[config.mk]
export PLATFORM = sky130hd
export DESIGN_NAME = psram_powerup_reset_sequencer_flat
export DESIGN_NICKNAME = d
export VERILOG_FILES = /design/src/design/pwrseq_pkg.sv /design/src/design/pwrseq_if.sv /design/src/design/psram_powerup_reset_sequencer.sv /design/src/flat_wrapper.sv
export SDC_FILE = /design/constraint.sdc
export NUM_CORES = 1
export LEC_CHECK = 0
export BUFFER_PORTS_ARGS = -buffer_cell sky130_fd_sc_hd__buf_4
export CAP_MARGIN = 20
export CORE_ASPECT_RATIO = 0.8
export CORE_MARGIN = 2
export CORE_UTILIZATION = 56
export CTS_CLUSTER_DIAMETER = 30
export CTS_CLUSTER_SIZE = 10
export DETAILED_ROUTE_END_ITERATION = 6
export GPL_TIMING_DRIVEN = 0
export MAX_ROUTING_LAYER = met4
export PLACE_DENSITY = 0.9
export SYNTH_ARGS = -nofsm -noshare
export SYNTH_HDL_FRONTEND = slang
export SYNTH_SLANG_ARGS = --single-unit
[constraint.sdc]
create_clock -name sys_clk_i -period 4.5 [get_ports sys_clk_i]
set_input_delay 0.225 -clock sys_clk_i [delete_from_list [all_inputs] [get_ports sys_clk_i]]
set_output_delay 0.225 -clock sys_clk_i [all_outputs]
set_load 0.02 [all_outputs]
[src/design/pwrseq_pkg.sv]
package pwrseq_pkg;
  // Clock rate in kHz and derived period in picoseconds
  localparam int unsigned CLK_KHZ = 20000;
  localparam int unsigned CLK_PS  = 50000;

  // Device self-initialization longest time (us)
  localparam int unsigned POWERUP_INIT_TIME_US = 150;
  // Longest time rounds down
  localparam int unsigned POWERUP_INIT_CYC =
    (POWERUP_INIT_TIME_US * CLK_KHZ) / 1000;

  // Host minimum times (ns, supply hold in us); the ns times rounded up to cycles
  localparam int unsigned INIT_PULSE_MIN_NS         = 200;
  localparam int unsigned INIT_RELEASE_TO_SELECT_NS = 200;
  localparam int unsigned INIT_ASSERT_TO_SELECT_NS  = 400;
  localparam int unsigned SUPPLY_LOW_HOLD_TIME_US   = 50;

  localparam int unsigned INIT_PULSE_MIN_CYC =
    (INIT_PULSE_MIN_NS * 1000 + CLK_PS - 1) / CLK_PS;
  localparam int unsigned INIT_RELEASE_TO_SELECT_CYC =
    (INIT_RELEASE_TO_SELECT_NS * 1000 + CLK_PS - 1) / CLK_PS;
  localparam int unsigned INIT_ASSERT_TO_SELECT_CYC =
    (INIT_ASSERT_TO_SELECT_NS * 1000 + CLK_PS - 1) / CLK_PS;
  // Host waits this long (up to device init) before first access
  localparam int unsigned POWERUP_WAIT_CYC = POWERUP_INIT_CYC;

  // Counter width
  localparam int unsigned CNT_W = 16;

  // Default configuration word restored by reset
  localparam logic [15:0] CFG_DEFAULT = 16'h8f1f;

  // Device power states
  typedef enum logic [2:0] {
    DEV_RESET, DEV_INIT, DEV_STANDBY, DEV_SLEEP, DEV_DPD
  } dev_state_type;

  // Host sequence states
  typedef enum logic [2:0] {
    HST_POWERUP, HST_PULSE, HST_RELEASE, HST_READY
  } host_state_type;
endpackage

[src/design/pwrseq_if.sv]
`timescale 1ns/1ps
interface pwrseq_if;
  // Active-low reset pin and active-low chip select, both host driven
  logic init_n;
  logic select_n;
  modport device_mp (input init_n, input select_n);
  modport host_mp (output init_n, output select_n);
endinterface

[src/design/psram_powerup_reset_sequencer.sv]
`timescale 1ns/1ps
// Behaviour
// - Self-initialization completes within 150 us
// - Host keeps select high during power-up
// - Low reset pin postpones initialization start
// - No transactions during power-up initialization
// - Initialization refreshes array, then ready
// - Host resets after short supply dip
// - Reset returns standby, restores configuration
// - Reset halts refresh, clears row counter
// - Reset exits hybrid sleep and deep power-down
// - Reset low 200 ns, 200 ns before select
// - 400 ns from reset fall to select
// - Host treats array as lost after reset
module psram_powerup_reset_sequencer
  import pwrseq_pkg::*;
#(
  parameter int unsigned INIT_CYC = pwrseq_pkg::POWERUP_INIT_CYC,
  parameter int unsigned ROW_W    = 13
) (
  // Clock and power-on reset
  input  wire logic                   sys_clk_i,
  input  wire logic                   rst_i,
  // Link
  pwrseq_if.device_mp                 link,
  // User side: power-mode requests and status
  input  wire logic                   sleep_req_i,
  input  wire logic                   dpd_req_i,
  input  wire logic                   wake_req_i,
  input  wire logic [15:0]            cfg_wdata_i,
  input  wire logic                   cfg_we_i,
  output logic                        ready_o,
  output logic                        refresh_active_o,
  output logic                        array_valid_o,
  output logic                        access_o,
  output logic [15:0]                 cfg_o,
  output logic [ROW_W-1:0]            refresh_row_o,
  output pwrseq_pkg::dev_state_type   state_o
);
  import pwrseq_pkg::*;

  // Power state, init counter and power-up-complete flag
  dev_state_type    state_q, state_d;
  logic [CNT_W-1:0] cnt_q, cnt_d;
  logic             boot_q, boot_d;
  // Refresh row, configuration word, array and access status
  logic [ROW_W-1:0] row_q, row_d;
  logic [15:0]      cfg_q, cfg_d;
  logic             valid_q, valid_d;
  logic             access_q, access_d;
  // Conditions shared by the groups below
  logic             pin_reset;
  logic             init_last;
  logic             refreshing;

  // Reset pin level and last cycle of the init interval
  assign pin_reset  = !link.init_n;
  assign init_last  = (state_q == DEV_INIT) &&
                      (cnt_q >= CNT_W'(INIT_CYC - 1));
  // Self-refresh runs everywhere but in reset and deep power-down
  assign refreshing = (state_q == DEV_INIT) ||
                      (state_q == DEV_STANDBY) ||
                      (state_q == DEV_SLEEP);

  // Next power state: the reset pin wins over every other exit
  always_comb begin
    state_d = state_q;
    cnt_d   = cnt_q;
    boot_d  = boot_q;
    if (pin_reset) begin
      state_d = DEV_RESET;
      cnt_d   = '0;
    end else begin
      case (state_q)
        DEV_RESET: begin
          // The reset cycle counts as the first init cycle, so the
          // whole interval stays within its maximum
          if (boot_q) begin
            state_d = DEV_STANDBY;
          end else begin
            state_d = DEV_INIT;
            cnt_d   = CNT_W'(1);
          end
        end
        DEV_INIT: begin
          if (init_last) begin
            state_d = DEV_STANDBY;
            boot_d  = 1'b1;
          end else begin
            cnt_d = cnt_q + 1'b1;
          end
        end
        DEV_STANDBY: begin
          if (dpd_req_i) begin
            state_d = DEV_DPD;
          end else if (sleep_req_i) begin
            state_d = DEV_SLEEP;
          end
        end
        DEV_SLEEP: begin
          if (wake_req_i) begin
            state_d = DEV_STANDBY;
          end
        end
        DEV_DPD: begin
          // The array was not kept, so waking re-runs the interval
          if (wake_req_i) begin
            state_d = DEV_INIT;
            cnt_d   = '0;
          end
        end
        default: state_d = DEV_RESET;
      endcase
    end
  end

  // Power state registers; only power-on reset clears the boot flag
  always_ff @(posedge sys_clk_i) begin
    if (rst_i) begin
      state_q <= DEV_RESET;
      cnt_q   <= '0;
      boot_q  <= 1'b0;
    end else begin
      state_q <= state_d;
      cnt_q   <= cnt_d;
      boot_q  <= boot_d;
    end
  end

  // Refresh row counter: cleared while the reset pin is low
  always_comb begin
    row_d = row_q;
    if (pin_reset) begin
      row_d = '0;
    end else if (refreshing) begin
      row_d = row_q + 1'b1;
    end
  end

  // Refresh row register
  always_ff @(posedge sys_clk_i) begin
    if (rst_i) begin
      row_q <= '0;
    end else begin
      row_q <= row_d;
    end
  end

  // Configuration word: defaults on reset, written only in standby
  always_comb begin
    cfg_d = cfg_q;
    if (pin_reset) begin
      cfg_d = CFG_DEFAULT;
    end else if (cfg_we_i && (state_q == DEV_STANDBY)) begin
      cfg_d = cfg_wdata_i;
    end
  end

  // Configuration register
  always_ff @(posedge sys_clk_i) begin
    if (rst_i) begin
      cfg_q <= CFG_DEFAULT;
    end else begin
      cfg_q <= cfg_d;
    end
  end

  // Array contents: valid after an init interval, lost on reset or
  // on entry to deep power-down
  always_comb begin
    valid_d = valid_q;
    if (pin_reset) begin
      valid_d = 1'b0;
    end else if (init_last) begin
      valid_d = 1'b1;
    end else if ((state_q == DEV_STANDBY) && dpd_req_i) begin
      valid_d = 1'b0;
    end
  end

  // Array valid register
  always_ff @(posedge sys_clk_i) begin
    if (rst_i) begin
      valid_q <= 1'b0;
    end else begin
      valid_q <= valid_d;
    end
  end

  // Access strobe: select is only honoured in standby
  always_comb begin
    access_d = 1'b0;
    if (!pin_reset && (state_q == DEV_STANDBY)) begin
      access_d = !link.select_n;
    end
  end

  // Access strobe register
  always_ff @(posedge sys_clk_i) begin
    if (rst_i) begin
      access_q <= 1'b0;
    end else begin
      access_q <= access_d;
    end
  end

  // Outputs
  assign ready_o          = (state_q == DEV_STANDBY);
  assign refresh_active_o = refreshing;
  assign array_valid_o    = valid_q;
  assign access_o         = access_q;
  assign cfg_o            = cfg_q;
  assign refresh_row_o    = row_q;
  assign state_o          = state_q;
endmodule

[src/flat_wrapper.sv]
// flat-port wrapper written by rule: the top's interface ports become plain ports
module psram_powerup_reset_sequencer_flat import pwrseq_pkg::*;
#(
  parameter int unsigned INIT_CYC = pwrseq_pkg::POWERUP_INIT_CYC,
  parameter int unsigned ROW_W    = 13
)
  (sys_clk_i, rst_i, sleep_req_i, dpd_req_i, wake_req_i, cfg_wdata_i, cfg_we_i, ready_o, refresh_active_o, array_valid_o, access_o, cfg_o, refresh_row_o, state_o, link_init_n, link_select_n);
  pwrseq_if link_i ();
  input  wire logic sys_clk_i;
  input  wire logic rst_i;
  input  wire logic sleep_req_i;
  input  wire logic dpd_req_i;
  input  wire logic wake_req_i;
  input  wire logic [15:0] cfg_wdata_i;
  input  wire logic cfg_we_i;
  output logic ready_o;
  output logic refresh_active_o;
  output logic array_valid_o;
  output logic access_o;
  output logic [15:0] cfg_o;
  output logic [ROW_W-1:0] refresh_row_o;
  output pwrseq_pkg::dev_state_type state_o;
  input wire logic [$bits(link_i.init_n)-1:0] link_init_n;
  input wire logic [$bits(link_i.select_n)-1:0] link_select_n;
  assign link_i.init_n = link_init_n;
  assign link_i.select_n = link_select_n;
  psram_powerup_reset_sequencer #(.INIT_CYC(INIT_CYC), .ROW_W(ROW_W)) u_core (.sys_clk_i(sys_clk_i), .rst_i(rst_i), .link(link_i), .sleep_req_i(sleep_req_i), .dpd_req_i(dpd_req_i), .wake_req_i(wake_req_i), .cfg_wdata_i(cfg_wdata_i), .cfg_we_i(cfg_we_i), .ready_o(ready_o), .refresh_active_o(refresh_active_o), .array_valid_o(array_valid_o), .access_o(access_o), .cfg_o(cfg_o), .refresh_row_o(refresh_row_o), .state_o(state_o));
endmodule
After elaboration in Yosys (flattened, before gate mapping)
Index checks and enable logic that the tools add are counted.
{"block": "totals", "regBits": 51, "latch_bits": 0, "ram_bits": 0, "romBits": 0, "inputBits": 24, "elab_cells": 50, "mem_count": 0}
{"block": "classes", "addsub": 2, "multipliers": 0, "div": 0, "magnitude_cmp": 1, "n_eq_ne": 10, "shifts": 0, "mux": 13, "bitwise": 2, "n_reduce_logical": 15}
{"operator": "$mux W16", "n": 3}
{"operator": "$pmux W16 S3", "n": 1}
{"operator": "$add A16 B1 Y16 const B", "n": 1}
{"operator": "$ge A16 B12 Y1 const B", "n": 1}
{"operator": "$mux W3", "n": 5}
{"operator": "$pmux W3 S5", "n": 1}
{"operator": "$add A13 B1 Y13 const B", "n": 1}
{"operator": "$ne A2 B2 Y1 const B", "n": 4}
{"operator": "$reduce_and A4 Y1", "n": 2}
{"operator": "$eq A3 B2 Y1 const B", "n": 2}
{"operator": "$logic_and A1 B1 Y1", "n": 4}
{"operator": "$reduce_or A2 Y1", "n": 2}
{"operator": "$eq A3 B1 Y1 const B", "n": 1}
{"operator": "$eq A3 B3 Y1 const B", "n": 1}
{"operator": "$logic_not A3 Y1", "n": 1}
{"operator": "$ne A3 B3 Y1 const B", "n": 1}
{"operator": "$reduce_and A3 Y1", "n": 1}
{"operator": "$reduce_bool A3 Y1", "n": 1}
{"operator": "$logic_or A1 B1 Y1", "n": 2}
{"operator": "$mux W1", "n": 2}
{"operator": "$mux W2", "n": 1}
{"operator": "$ne A2 B1 Y1 const B", "n": 1}
{"operator": "$not A1 Y1", "n": 2}
{"operator": "$reduce_bool A2 Y1", "n": 1}
{"operator": "$logic_not A1 Y1", "n": 1}

Logic depth before layout (Yosys ltp)
Gate-level depths: netlist of the first run.
{"block": "depth", "ltp_word": 4, "mapped_depth": 8, "ltp_nobuf": 6}

Least setup slack after synthesis of the first run
Ideal clock, no wire load.
{"block": "synth_path", "path_type": "flip-flop to flip-flop", "from": "register u_core.state_q[1] (netlist: u_core.state_o[1])", "to": "register u_core.cfg_q[0] (netlist: u_core.cfg_o[0])", "t_arrival_ps": 2003, "t_required_ps": 4437, "slack_ps": 2434, "path_stages_with_launch": 9, "n_path_buf": 3, "path_cell_list": "dfxtp_1 -> clkbuf_1 -> nand2b_1 -> nor2_1 -> and2_1 -> clkbuf_1 -> clkbuf_1 -> nand2_1 -> nand3_1"}
{"block": "synth_via", "elab_chain_cells": 2}
{"element": "start, declared", "line_no": "psram_powerup_reset_sequencer.sv:43", "rtl": "dev_state_type state_q, state_d;"}
{"element": "start signal, assigned", "line_no": "psram_powerup_reset_sequencer.sv:124", "rtl": "state_q <= state_d;"}
{"element": "$eq A3 B2 Y1"}
{"element": "named net ready_o", "line_no": "flat_wrapper.sv:16", "rtl": "output logic ready_o;"}
{"element": "$logic_and A1 B1 Y1", "line_no": "psram_powerup_reset_sequencer.sv:154", "rtl": "end else if (cfg_we_i && (state_q == DEV_STANDBY)) begin"}
{"element": "end signal, assigned", "line_no": "psram_powerup_reset_sequencer.sv:164", "rtl": "cfg_q <= cfg_d;"}
{"element": "end, declared", "line_no": "psram_powerup_reset_sequencer.sv:48", "rtl": "logic [15:0] cfg_q, cfg_d;"}
The timed path passes the listed nets, and every way through them passes these cells.
A chain may end at the register's enable or synchronous reset.

Worst setup path in the final report of the first run
{"block": "layout_path", "from": "register u_core.state_q[0] (netlist: u_core.state_o[0])", "to": "register u_core.cnt_q[9]"}
{"block": "layout_via", "elab_chain_cells": 4}
{"element": "$eq A3 B1 Y1", "line_no": "psram_powerup_reset_sequencer.sv:58, psram_powerup_reset_sequencer.sv:74"}
{"element": "$logic_and A1 B1 Y1", "line_no": "psram_powerup_reset_sequencer.sv:58", "rtl": "assign init_last = (state_q == DEV_INIT) &&"}
{"element": "$ne A2 B2 Y1 (no line)"}
{"element": "$reduce_and A4 Y1 (no line)"}
{"element": "end signal, assigned", "line_no": "psram_powerup_reset_sequencer.sv:125", "rtl": "cnt_q <= cnt_d;"}
{"element": "end, declared", "line_no": "psram_powerup_reset_sequencer.sv:44", "rtl": "logic [CNT_W-1:0] cnt_q, cnt_d;"}
Several ways; a longest one is shown, not always the timed one.

==> results of run 1 <==
-- worst max-delay path by stage --
| stage | from | to | slack [ps] | cells past startpoint |
|---|---|---|---|---|
| floorplan | u_core.state_o[1] | u_core.cfg_o[0] | 2430 | 8 |
| global placement | u_core.state_o[0] | u_core.cnt_q[9] | 2420 | 6 |
| detailed placement | u_core.state_o[0] | u_core.cnt_q[9] | 2370 | 6 |
| CTS | u_core.state_o[0] | u_core.cnt_q[9] | 2340 | 6 |
| global route | u_core.state_o[0] | u_core.cnt_q[9] | 2050 | 6 |
| finish | u_core.state_o[0] | u_core.cnt_q[9] | 2320 | 6 |
-- sequential cells by signal, indices dropped and copies added (netlist names) --
register              count
u_core.boot_q             1
u_core.cnt_q             16
u_core.access_o           1
u_core.state_o            3
u_core.refresh_row_o     13
u_core.array_valid_o      1
u_core.cfg_o             16
-- placed cells by master (no fill, tap or decap), types with 7 or more instances in the layout --
master	netlist	routed
buf_4	0	59
nand2_1	53	53
dfxtp_1	51	51
nand3_1	22	22
nor2_1	20	20
a21oi_1	16	16
clkbuf_1	11	12
xor2_1	9	9
nor2b_1	7	7
-- layout make-up --
| class | instances | share of cell area [%] |
|---|---|---|
| Clock inverter | 2 | 0.4348 |
| Tap cell | 55 | 2.391 |
| Multi-Input combinational cell | 207 | 41.57 |
| Timing Repair Buffer | 59 | 15.39 |
| Clock buffer | 6 | 2.522 |
| Sequential cell | 51 | 35.48 |
| Buffer | 11 | 1.435 |
| Inverter | 6 | 0.7826 |
-- cell usage after synthesis, drive strengths merged, types with 2 or more instances --
library cell  number
xnor2              2
a31oi              3
nor2              20
nand2             53
nor4               3
and2               3
o221a              2
o211ai             5
o21ai              5
nor2b              7
nor3               5
or3                5
xor2               9
o32a               2
clkbuf            11
o2111ai            2
dfxtp             51
nand2b             5
ha                 2
a21oi             17
nand3             22
or4                4
and3               6
a21o               3
o21bai             2
inv                5
nand4              5
-- critical path, cell delays in order (launching register included) --
cell and delay [ps]:
dfxtp_1 360, clkbuf_1 330, nand2b_1 120, nor2_1 420, o211ai_1 320, or3_1 420
a21oi_1 140
-- stage by stage --
stage	setup WS [ps]	std cells	total power [W]	util [%]	cell area, sq um
floorplan	2434	275	0.0004982	-	2281
global placement	2416	389	0.0005275	72.47	2793
detailed placement	2371	389	0.0005295	72.47	2793
CTS	2344	397	0.0007802	74.68	2878
global route	2050	397	0.0008033	74.68	2878
finish	2324	397	0.0007774	74.68	2878
-- per-layer routing --
metal	part of all wire [%]	vias up	global-route usage, %	routed length (um)
met1	46	1030	33.64	2478
met3	6.5	14	6.710	355
met5	0	-	-	0
li1	-	1104	-	-
met4	2.1	0	11.53	116
met2	46	77	40.25	2489
-- power groups by stage --
stage	clock network (W)	registers (W)	logic (W)
finish	0.000258	0.000457	0.0000630
global route	0.000277	0.000457	0.0000694
CTS	0.000261	0.000457	0.0000627
detailed placement	0	0.000467	0.0000623
global placement	0	0.000467	0.0000606
floorplan	0	0.000470	0.0000287
-- logic make-up (layout without fill, tap and decap cells) --
| logic type | count (synthesis) | in the layout | synth area share, % |
|---|---|---|---|
| and+or+nand+nor | 141 | 141 | 29.73 |
| adders and majority gates | 2 | 2 | 1.097 |
| DFF | 51 | 51 | 44.76 |
| buffers and inverters | 17 | 84 | 2.798 |
| muxes | 1 | 1 | 0.4389 |
| AOI/OAI and AO/OA | 52 | 52 | 16.95 |
| xor gates and xnor gates | 11 | 11 | 4.224 |
==> run_results.csv, run 1 <==
group,metric,value,unit
cts,hold_buffers,0,
floorplanning,ios,60,
synthesis,synth_cell_types,49,
synthesis,synth_enable_flop_cells,0,
route,drcViolationCount,0,
power_and_ir_drop,switching_power,0.0001876,W
cells_and_area,ff_latch_area,1021,sq um
place,place_congestion,0.8795,
cts,clk_pin_slew,90,ps
grt,grt_usage,26.49,%
synthesis,async_flop_share,0,%
route,vias_per_cell,5.605,
route,drt_iter0_drc,160,
floorplanning,die_area,4603,sq um
floorplanning,die_h,61.08,um
route,postRouteAntennaNets,0,
cts,cts_root_buf,"clkbuf_8",
cells_and_area,nets,367,
sta,fmax,459.6,MHz
synthesis,ys_seq_area_share,44.76,%
power_and_ir_drop,swShare,24.13,%
critical_path,crit_required,4730,ps
cells_and_area,multi_input_area,1196,sq um
cells_and_area,drive_above_1_share,22.22,%
sta,fin_tns_setup,0,ps
power_and_ir_drop,peakVddDrop,265.3,uV
critical_path,timing.rr.start,"u_core.state_o[0]",
critical_path,end_kind,"flop",
cts,cts_buffers,5,
sta,fin_skew,7.009,ps
sta,slew_headroom,58.25,%
floorplanning,start_util,59.19,%
synthesis,syn_area,2281,sq um
power_and_ir_drop,combPwrFrac,8.1,%
cts,cts_tree,"yes",
grt,grt_pass1_wl,8.880,mm
cts,clock_path_buffers,2,
critical_path,start_kind,"flop",
cells_and_area,antenna_cells,0,
cts,cts_setup_buffers,0,
sta,final_max_slew_viol_count,0,
synthesis,yosysWarnings,0,
power_and_ir_drop,clkPwrFrac,33.2,%
power_and_ir_drop,p_per_area,270.2,nW/um^2
critical_path,cp.arrival,2410,ps
floorplanning,fp.dieW,75.36,um
sta,hold_slack,65.28,ps
route,routed_wl,5.439,mm
cells_and_area,n_fill_cell,315,
critical_path,rrSetupSlack,2320,ps
power_and_ir_drop,intPower,0.0005898,W
synthesis,yosysTopAreaCellShare,44.76,%
route,vias,2225,
grt,overflow,0,
min_path,worstHoldStart,"link_select_n",
power_and_ir_drop,leakagePower,1.188,nW
floorplanning,core,3854,sq um
synthesis,syn_nets,301,
min_path,hold_end,"u_core.access_o",
sta,hold_violations,0,
critical_path,crit_type,"reg2reg",
cts,htreeDepth,2,
synthesis,avgSynthCellArea,8.294,sq um
power_and_ir_drop,pwr-share-seq,58.7,%
place,port_buffers,59,
floorplanning,rows,20,
synthesis,synth_top_cell_by_area,"dfxtp_1",
cts,insertion_delay,310,ps
sta,finalCriticalPeriod,2176,ps
sta,setup_viol,0,
synthesis,ys.flop_type,"dfxtp_1",
critical_path,r2r-end,"u_core.cnt_q[9]",
min_path,hold_depth,2,
synthesis,synth_seq_cells,51,
cts,cts_sinks,51,
grt,grt_max_degree,16,
sta,min_period_over_period,48.35,%
sta,tightest_slew,625.0,ps
critical_path,crit_fanout,10,
min_path,hold_class,"in2reg",
grt,grt_pass1_vias,2058,
place,hpwlAfterDp,4.053,mm
synthesis,yosys-top-cells-area,"dfxtp_1, nand2_1, nand3_1",
grt,antenna_found_initial,0,
cells_and_area,area_delta_synth_final,26.17,%
route,routedWlPerCell,13.70,um
run_status,status,"completed",
sta,grt_setup_unrepaired,"false",
synthesis,synth_cells,275,
critical_path,worst-r2r-cell-count,6,
cts,cts_resized,0,
route,first_pass_iters,5,
run,drv_cap,0,
(Power assumes the default switching activity.)
==> inputs of run 2 (changes only) <==
--- a/config.mk
+++ b/config.mk
@@ -5,17 +5,18 @@
 export SDC_FILE = /design/constraint.sdc
 export NUM_CORES = 1
 export LEC_CHECK = 0
+export ABC_AREA = 1
 export BUFFER_PORTS_ARGS = -buffer_cell sky130_fd_sc_hd__buf_4
 export CAP_MARGIN = 20
 export CORE_ASPECT_RATIO = 0.8
 export CORE_MARGIN = 2
-export CORE_UTILIZATION = 56
+export CORE_UTILIZATION = 48
 export CTS_CLUSTER_DIAMETER = 30
 export CTS_CLUSTER_SIZE = 10
 export DETAILED_ROUTE_END_ITERATION = 6
 export GPL_TIMING_DRIVEN = 0
 export MAX_ROUTING_LAYER = met4
-export PLACE_DENSITY = 0.9
+export PLACE_DENSITY = 0.82
 export SYNTH_ARGS = -nofsm -noshare
 export SYNTH_HDL_FRONTEND = slang
 export SYNTH_SLANG_ARGS = --single-unit
==> constraint.sdc (replaced) <==
create_clock -name sys_clk_i -period 1.95 [get_ports sys_clk_i]
set_input_delay 0.0975 -clock sys_clk_i [delete_from_list [all_inputs] [get_ports sys_clk_i]]
set_output_delay 0.0975 -clock sys_clk_i [all_outputs]
set_load 0.02 [all_outputs]
==> run 2 against run 1 <==
Die area increased by 24%. Sequential power is 140% higher. Critical path depth up 1. Cell count up 26%. Clock skew rose by 2.3 ps. Global-route usage is 4.4 points lower. Count of clock-buffer cells in the layout decreased by 1. Total power grew to 2.6 times the previous value. Wire length up 8.4%. Clock power is 140% higher. Final area up 11%.
==> run_results.csv, run 2 <==
group,metric,value,unit
run_status,status,"completed",
power_and_ir_drop,leakagePower,1.434,nW
grt,antenna_found_initial,0,
run,drv_cap,0,
cts,cts_setup_buffers,0,
synthesis,synth_cells,358,
place,hpwlAfterDp,4.267,mm
synthesis,yosysWarnings,0,
critical_path,path_delay_family,"buffers and inverters",
synthesis,synth_most_common_cell,"nand2_1",
place,pre_cts_slack,355.6,ps
grt,overflow,0,
synthesis,ys_seq_area_share,41.53,%
power_and_ir_drop,clkPwrFrac,30.8,%
floorplanning,die_area,5714,sq um
floorplanning,ios,60,
sta,fmax,605.9,MHz
place,dp.cells,479,
synthesis,synth_top_cell_by_area,"dfxtp_1",
route,vias,2430,
sta,worst_slack,299.6,ps
sta,grt_setup_unrepaired,"false",
power_and_ir_drop,pwr-share-seq,54.0,%
synthesis,ys.flop_type,"dfxtp_1",
critical_path,crit_type,"in2reg",
route,routedWlPerCell,11.81,um
grt,grt_pass1_wl,9.777,mm
cts,insertion_delay,310,ps
grt,grt_max_degree,17,
critical_path,cpPeakStageDelay,540,ps
synthesis,syn_area,2459,sq um
critical_path,timing.rr.start,"u_core.cnt_q[0]",
sta,fin_skew,9.302,ps
cts,cts_root_buf,"clkbuf_8",
critical_path,end_kind,"flop",
critical_path,cp.arrival,1890,ps
route,routed_wl,5.895,mm
floorplanning,core,4979,sq um
power_and_ir_drop,finalPower,0.001993,W
synthesis,avgSynthCellArea,6.868,sq um
critical_path,critPathLaunch,"rst_i",
cells_and_area,area_delta_synth_final,29.62,%
power_and_ir_drop,switching_power,0.0005493,W
critical_path,path_buf_inv,5,
route,vias_per_cell,4.870,
synthesis,synth_seq_cells,51,
floorplanning,rows,23,
place,place_congestion,0.9088,
route,postRouteAntennaNets,0,
min_path,worstHoldStart,"cfg_wdata_i[5]",
power_and_ir_drop,p_per_area,625.5,nW/um^2
synthesis,syn_nets,384,
sta,slew_headroom,70.02,%
critical_path,crit_slowest_cell,"dlygate4sd3_1",
synthesis,synth_cell_types,33,
cts,clk_pin_slew,100,ps
cts,cts_tree,"yes",
critical_path,crit_fanout,10,
synthesis,async_flop_share,0,%
sta,finalCriticalPeriod,1650,ps
grt,grt_usage,22.08,%
cts,cts_buffers,5,
sta,final_max_slew_viol_count,0,
critical_path,path_cells,"dlygate4sd3_1, buf_4, nor2_1, clkbuf_1, inv_1, buf_1, o22ai_1",
sta,fin_tns_setup,0,ps
cells_and_area,fin_cells,499,
place,port_buffers,59,
floorplanning,fp.dieW,84.02,um
sta,setup_viol,0,
critical_path,start_kind,"input port",
power_and_ir_drop,swShare,27.56,%
power_and_ir_drop,peakVddDrop,381.2,uV
sta,tightest_slew,449.7,ps
cells_and_area,nets,462,
cells_and_area,final_common_cell,"nand2_1",
power_and_ir_drop,intPower,0.001444,W
cells_and_area,drive_above_1_share,22.65,%
sta,hold_violations,0,
synthesis,yosysTopAreaCellShare,41.53,%
route,first_pass_iters,4,
cells_and_area,antenna_cells,0,
route,drt_iter0_drc,145,
route,drcViolationCount,0,
cts,htreeDepth,2,
grt,grt_pass1_vias,2228,
floorplanning,start_util,49.38,%
synthesis,synth_enable_flop_cells,0,
synthesis,yosys-top-cells-area,"dfxtp_1, nand2_1, nor2_1",
cts,clock_path_buffers,2,
cells_and_area,utilization,64.01,%
cells_and_area,layout_common_cells,"nand2_1, nor2_1, buf_4",
floorplanning,die_h,68.02,um
sta,min_period_over_period,84.64,%
min_path,hold_class,"in2reg",
critical_path,crit_required,2190,ps
cts,cts_sinks,51,
power_and_ir_drop,combPwrFrac,15.1,%
synthesis,synthTopCellsByCount,"nand2_1, nor2_1, dfxtp_1",
[run 2: cell types whose count changed in the layout (fill, tap and decap cells not counted), moves of 5 or more]
| cell | change |
|---|---|
| nand2b_1 | -5 |
| or3_1 | -5 |
| nor2b_1 | -7 |
| nand2_2 | +5 |
| xor2_1 | -9 |
| nor2_1 | +42 |
| dlygate4sd3_1 | +12 |
| o21ai_0 | +15 |
| and3_1 | -5 |
| inv_2 | +5 |
| inv_1 | +30 |
| nand2_1 | +30 |
| clkbuf_1 | -9 |
| nand3_1 | +17 |
[run 2: worst paths after layout]
path / end / slack (ps) / depth (start not counted)
hold reg to reg: u_core.cnt_q[12] / 460 / 2
setup reg to reg: u_core.cnt_q[2] / 330 / 12
setup / recovery: u_core.boot_q / 300 / 7
hold / removal: u_core.cfg_o[5] / 40 / 3
[run 2: cell families (layout without fill, tap and decap cells)]
logic type                 count (synthesis)  count (layout)  synth area share, %
buffers and inverters                     51             130                9.007
DFF                                       51              51                41.53
and+or+nand+nor                          214             214                39.34
AOI/OAI and AO/OA                         40              40                9.110
adders and majority gates                  2               2                1.018
[run 2: tightest hold or removal path, delay by kind of cell]
family	cells	cell delay (ps)
compound gates	1	70
buf+inv	1	80
simple gates	1	70
[run 2: final cells by class]
class	count	area, sq um
buffer	10	66.31
clock buffer	5	68.82
clock inverter	3	18.77
fill	444	1792
inverter	41	155.1
multi-input combinational	256	1216
sequential	51	1021
tap	62	77.57
timing repair buffer	71	563.0
[run 2: timing repair]
item	CTS	global route
hold buffers	12	0
resized for setup	0	0
hold endpoints to repair	12	0
[run 2: stage by stage]
stage          instance area (sq um)  hold WS [ps]
2_1_floorplan                   2459         176.8
4_1_cts                         3187         24.46
3_5_place_dp                    2979         273.0
6_report                        3187         36.06
5_1_grt                         3187         35.46
3_3_place_gp                    2979         278.7
[run 2: power by group through the flow]
stage / Sequential, W / Combinational, W / Clock (W)
6_report: 0.00108 / 0.000301 / 0.000615
5_1_grt: 0.00108 / 0.000334 / 0.000675
4_1_cts: 0.00108 / 0.000299 / 0.000631
3_5_place_dp: 0.00110 / 0.000279 / 0
3_3_place_gp: 0.00110 / 0.000275 / 0
2_1_floorplan: 0.00111 / 0.000173 / 0
[run 2: per-layer routing]
layer / vias to the layer above / part of all wire, % / GRT usage [%] / routed length, um
met1: 1072 / 48 / 28.15 / 2838
met2: 64 / 46 / 36.10 / 2695
met3: 4 / 5.6 / 3.981 / 328
met4: 0 / 0.54 / 7.460 / 32
met5: - / 0 / - / 0
li1: 1290 / - / - / -
==> inputs of run 3 (changes only) <==
==> constraint.sdc (replaced) <==
create_clock -name sys_clk_i -period 1.5 [get_ports sys_clk_i]
set_input_delay 0.075 -clock sys_clk_i [delete_from_list [all_inputs] [get_ports sys_clk_i]]
set_output_delay 0.075 -clock sys_clk_i [all_outputs]
set_load 0.02 [all_outputs]
==> run 3 against run 2 <==
The flow now finishes with violations (setup timing). Hold slack worse by 21 ps. Non-clock buffer count up 10. Sequential share of layout area down 2.1 points. Final area is 8.6% higher. Clock power is 40% higher. Total power is 37% higher. Sequential power grew 30%. Register-to-register slack got worse by 380 ps. Critical endpoint is now u_core.cnt_q[12]. Largest cell class unchanged. Highest routed layer unchanged.
==> run_results.csv, run 3 (synthesized netlist as in run 2, its figures left out) <==
group,metric,value,unit
floorplanning,rows,23,
min_path,hold_class,"in2reg",
floorplanning,fp.dieW,84.02,um
critical_path,crit_fanout,7,
floorplanning,start_util,49.38,%
grt,antenna_found_initial,0,
critical_path,crit_slowest_cell,"dfxtp_2",
cts,insertion_delay,300,ps
sta,setup_viol,17,
cells_and_area,layout_common_cells,"nand2_1, buf_4, nor2_1",
critical_path,r2r-end,"u_core.cnt_q[12]",
cells_and_area,fin_cells,509,
sta,grt_setup_unrepaired,"true",
cts,cts_buffers,5,
route,vias,2621,
sta,slew_headroom,65.09,%
critical_path,setup.worst_path.end,"u_core.cnt_q[12]",
place,pre_cts_slack,-93.89,ps
sta,worst_slack,-54.11,ps
power_and_ir_drop,p_per_area,790.8,nW/um^2
route,vias_per_cell,5.149,
critical_path,crit_type,"reg2reg",
sta,hold_violations,0,
sta,finalCriticalPeriod,1554,ps
run_status,status,"finished with violations",
cts,clock_path_buffers,2,
place,port_buffers,59,
cells_and_area,area_delta_synth_final,40.76,%
critical_path,path_cells,"ha_4, nand2_4, nand2_2, nand2_1, nand2_1, nand2_2, nand2_2, nand2_4, nand2_8, buf_12, nand2_2, nor2_1",
sta,fin_skew,5.163,ps
cts,cts_tree,"yes",
critical_path,rrSetupSlack,-50,ps
power_and_ir_drop,clkPwrFrac,31.4,%
sta,fmax,643.5,MHz
power_and_ir_drop,combPwrFrac,17.3,%
power_and_ir_drop,pwr-share-seq,51.3,%
power_and_ir_drop,intPower,0.001973,W
critical_path,end_kind,"flop",
power_and_ir_drop,switching_power,0.0007635,W
power_and_ir_drop,peakVddDrop,571.4,uV
sta,tightest_slew,523.6,ps
route,drcViolationCount,0,
run,drv_cap,0,
critical_path,timing.rr.start,"u_core.cnt_q[0]",
floorplanning,die_area,5714,sq um
cells_and_area,antenna_cells,0,
cts,htreeDepth,2,
critical_path,critPathLaunch,"u_core.cnt_q[0]",
cts,clk_pin_slew,100,ps
cells_and_area,nets,472,
power_and_ir_drop,leakagePower,1.577,nW
power_and_ir_drop,swShare,27.90,%
floorplanning,die_h,68.02,um
route,routedWlPerCell,13.02,um
run_status,violations,"setup timing",
place,hpwlAfterDp,4.256,mm
place,place_congestion,0.8821,
cts,cts_root_buf,"clkbuf_8",
route,first_pass_iters,4,
grt,grt_usage,21.60,%
floorplanning,core,4979,sq um
critical_path,crit_required,1680,ps
critical_path,start_kind,"flop",
critical_path,cpPeakStageDelay,350,ps
critical_path,cp.arrival,1740,ps
route,drt_iter0_drc,165,
grt,grt_pass1_wl,9.660,mm
place,dp.cells,479,
critical_path,worst-r2r-cell-count,12,
route,routed_wl,6.628,mm
cts,cts_sinks,51,
floorplanning,ios,60,
sta,final_max_slew_viol_count,0,
critical_path,crit_top_cell,"nand2_2",
sta,min_period_over_period,103.6,%
cells_and_area,drive_above_1_share,32.44,%
grt,overflow,0,
grt,grt_pass1_vias,2219,
grt,grt_max_degree,17,
cells_and_area,final_common_cell,"nand2_1",
route,postRouteAntennaNets,0,
run 3: cell types whose count changed in the layout (fill, tap and decap cells not counted), sizes merged:
cell | previous run | this run
clkbuf | 8 | 10
buf | 66 | 75
clkinvlp | 0 | 1
clkinv | 3 | 1
run 3: repair_timing:
item / in CTS / in global routing
endpoints found under the setup margin: 22 / 34
gates cloned: 0 / 1
hold buffers: 12 / 0
pin swaps: 0 / 12
hold endpoints to repair: 12 / 0
resized for setup: 7 / 41
buffers inserted: 2 / 7
run 3: per-stage QoR:
step	TNS (ps)	hold slack [ps]	utilization, %	power, W	instance area [sq um]
global placement	-666.0	251.4	59.86	0.001790	2980
detailed placement	-814.0	247.4	59.86	0.001795	2980
finish	-412.4	14.82	69.52	0.002737	3461
floorplan	0	154.3	-	0.001668	2460
global route	-2489	28.44	69.52	0.002840	3461
CTS	-9.875	12.25	64.89	0.002667	3231
run 3: power by group through the flow:
stage / sequential, W / combinational, W / clock, W
floorplan: 0.00144 / 0.000225 / 0
finish: 0.00140 / 0.000474 / 0.000859
CTS: 0.00140 / 0.000397 / 0.000870
global placement: 0.00143 / 0.000360 / 0
global route: 0.00141 / 0.000520 / 0.000912
detailed placement: 0.00143 / 0.000365 / 0
run 3: worst min path at each step:
| stage | from | to | slack [ps] | cells after the start |
|---|---|---|---|---|
| finish | cfg_wdata_i[12] | u_core.cfg_o[12] | 10 | 3 |
| global route | cfg_wdata_i[12] | u_core.cfg_o[12] | 30 | 3 |
| CTS | cfg_wdata_i[12] | u_core.cfg_o[12] | 10 | 3 |
| detailed placement | link_select_n | u_core.access_o | 250 | 2 |
| global placement | link_select_n | u_core.access_o | 250 | 2 |
| floorplan | link_select_n | u_core.access_o | 150 | 1 |
run 3: layout make-up:
class	instances	area (sq um)
Buffer	10	72.57
Inverter	41	163.9
Tap cell	62	77.57
Clock buffer	6	82.58
Multi-Input combinational cell	256	1341
Timing Repair Buffer	81	671.9
Clock inverter	2	16.27
Fill cell	407	1518
Sequential cell	51	1035
run 3: layer usage:
metal	vias up	routed length, um	part of all wire (%)	track usage, %
met2	93	3191	48	35.10
li1	1316	-	-	-
met4	0	97	1.5	7.258
met5	-	0	0	-
met3	11	389	5.9	3.981
met1	1201	2950	45	27.71
run 3: critical path, delay by kind of cell, from the launching register on:
kind | cells | cell delay (ps)
and+or+nand+nor | 10 | 770
DFF | 1 | 350
buffers and inverters | 1 | 140
adders and majority gates | 1 | 160
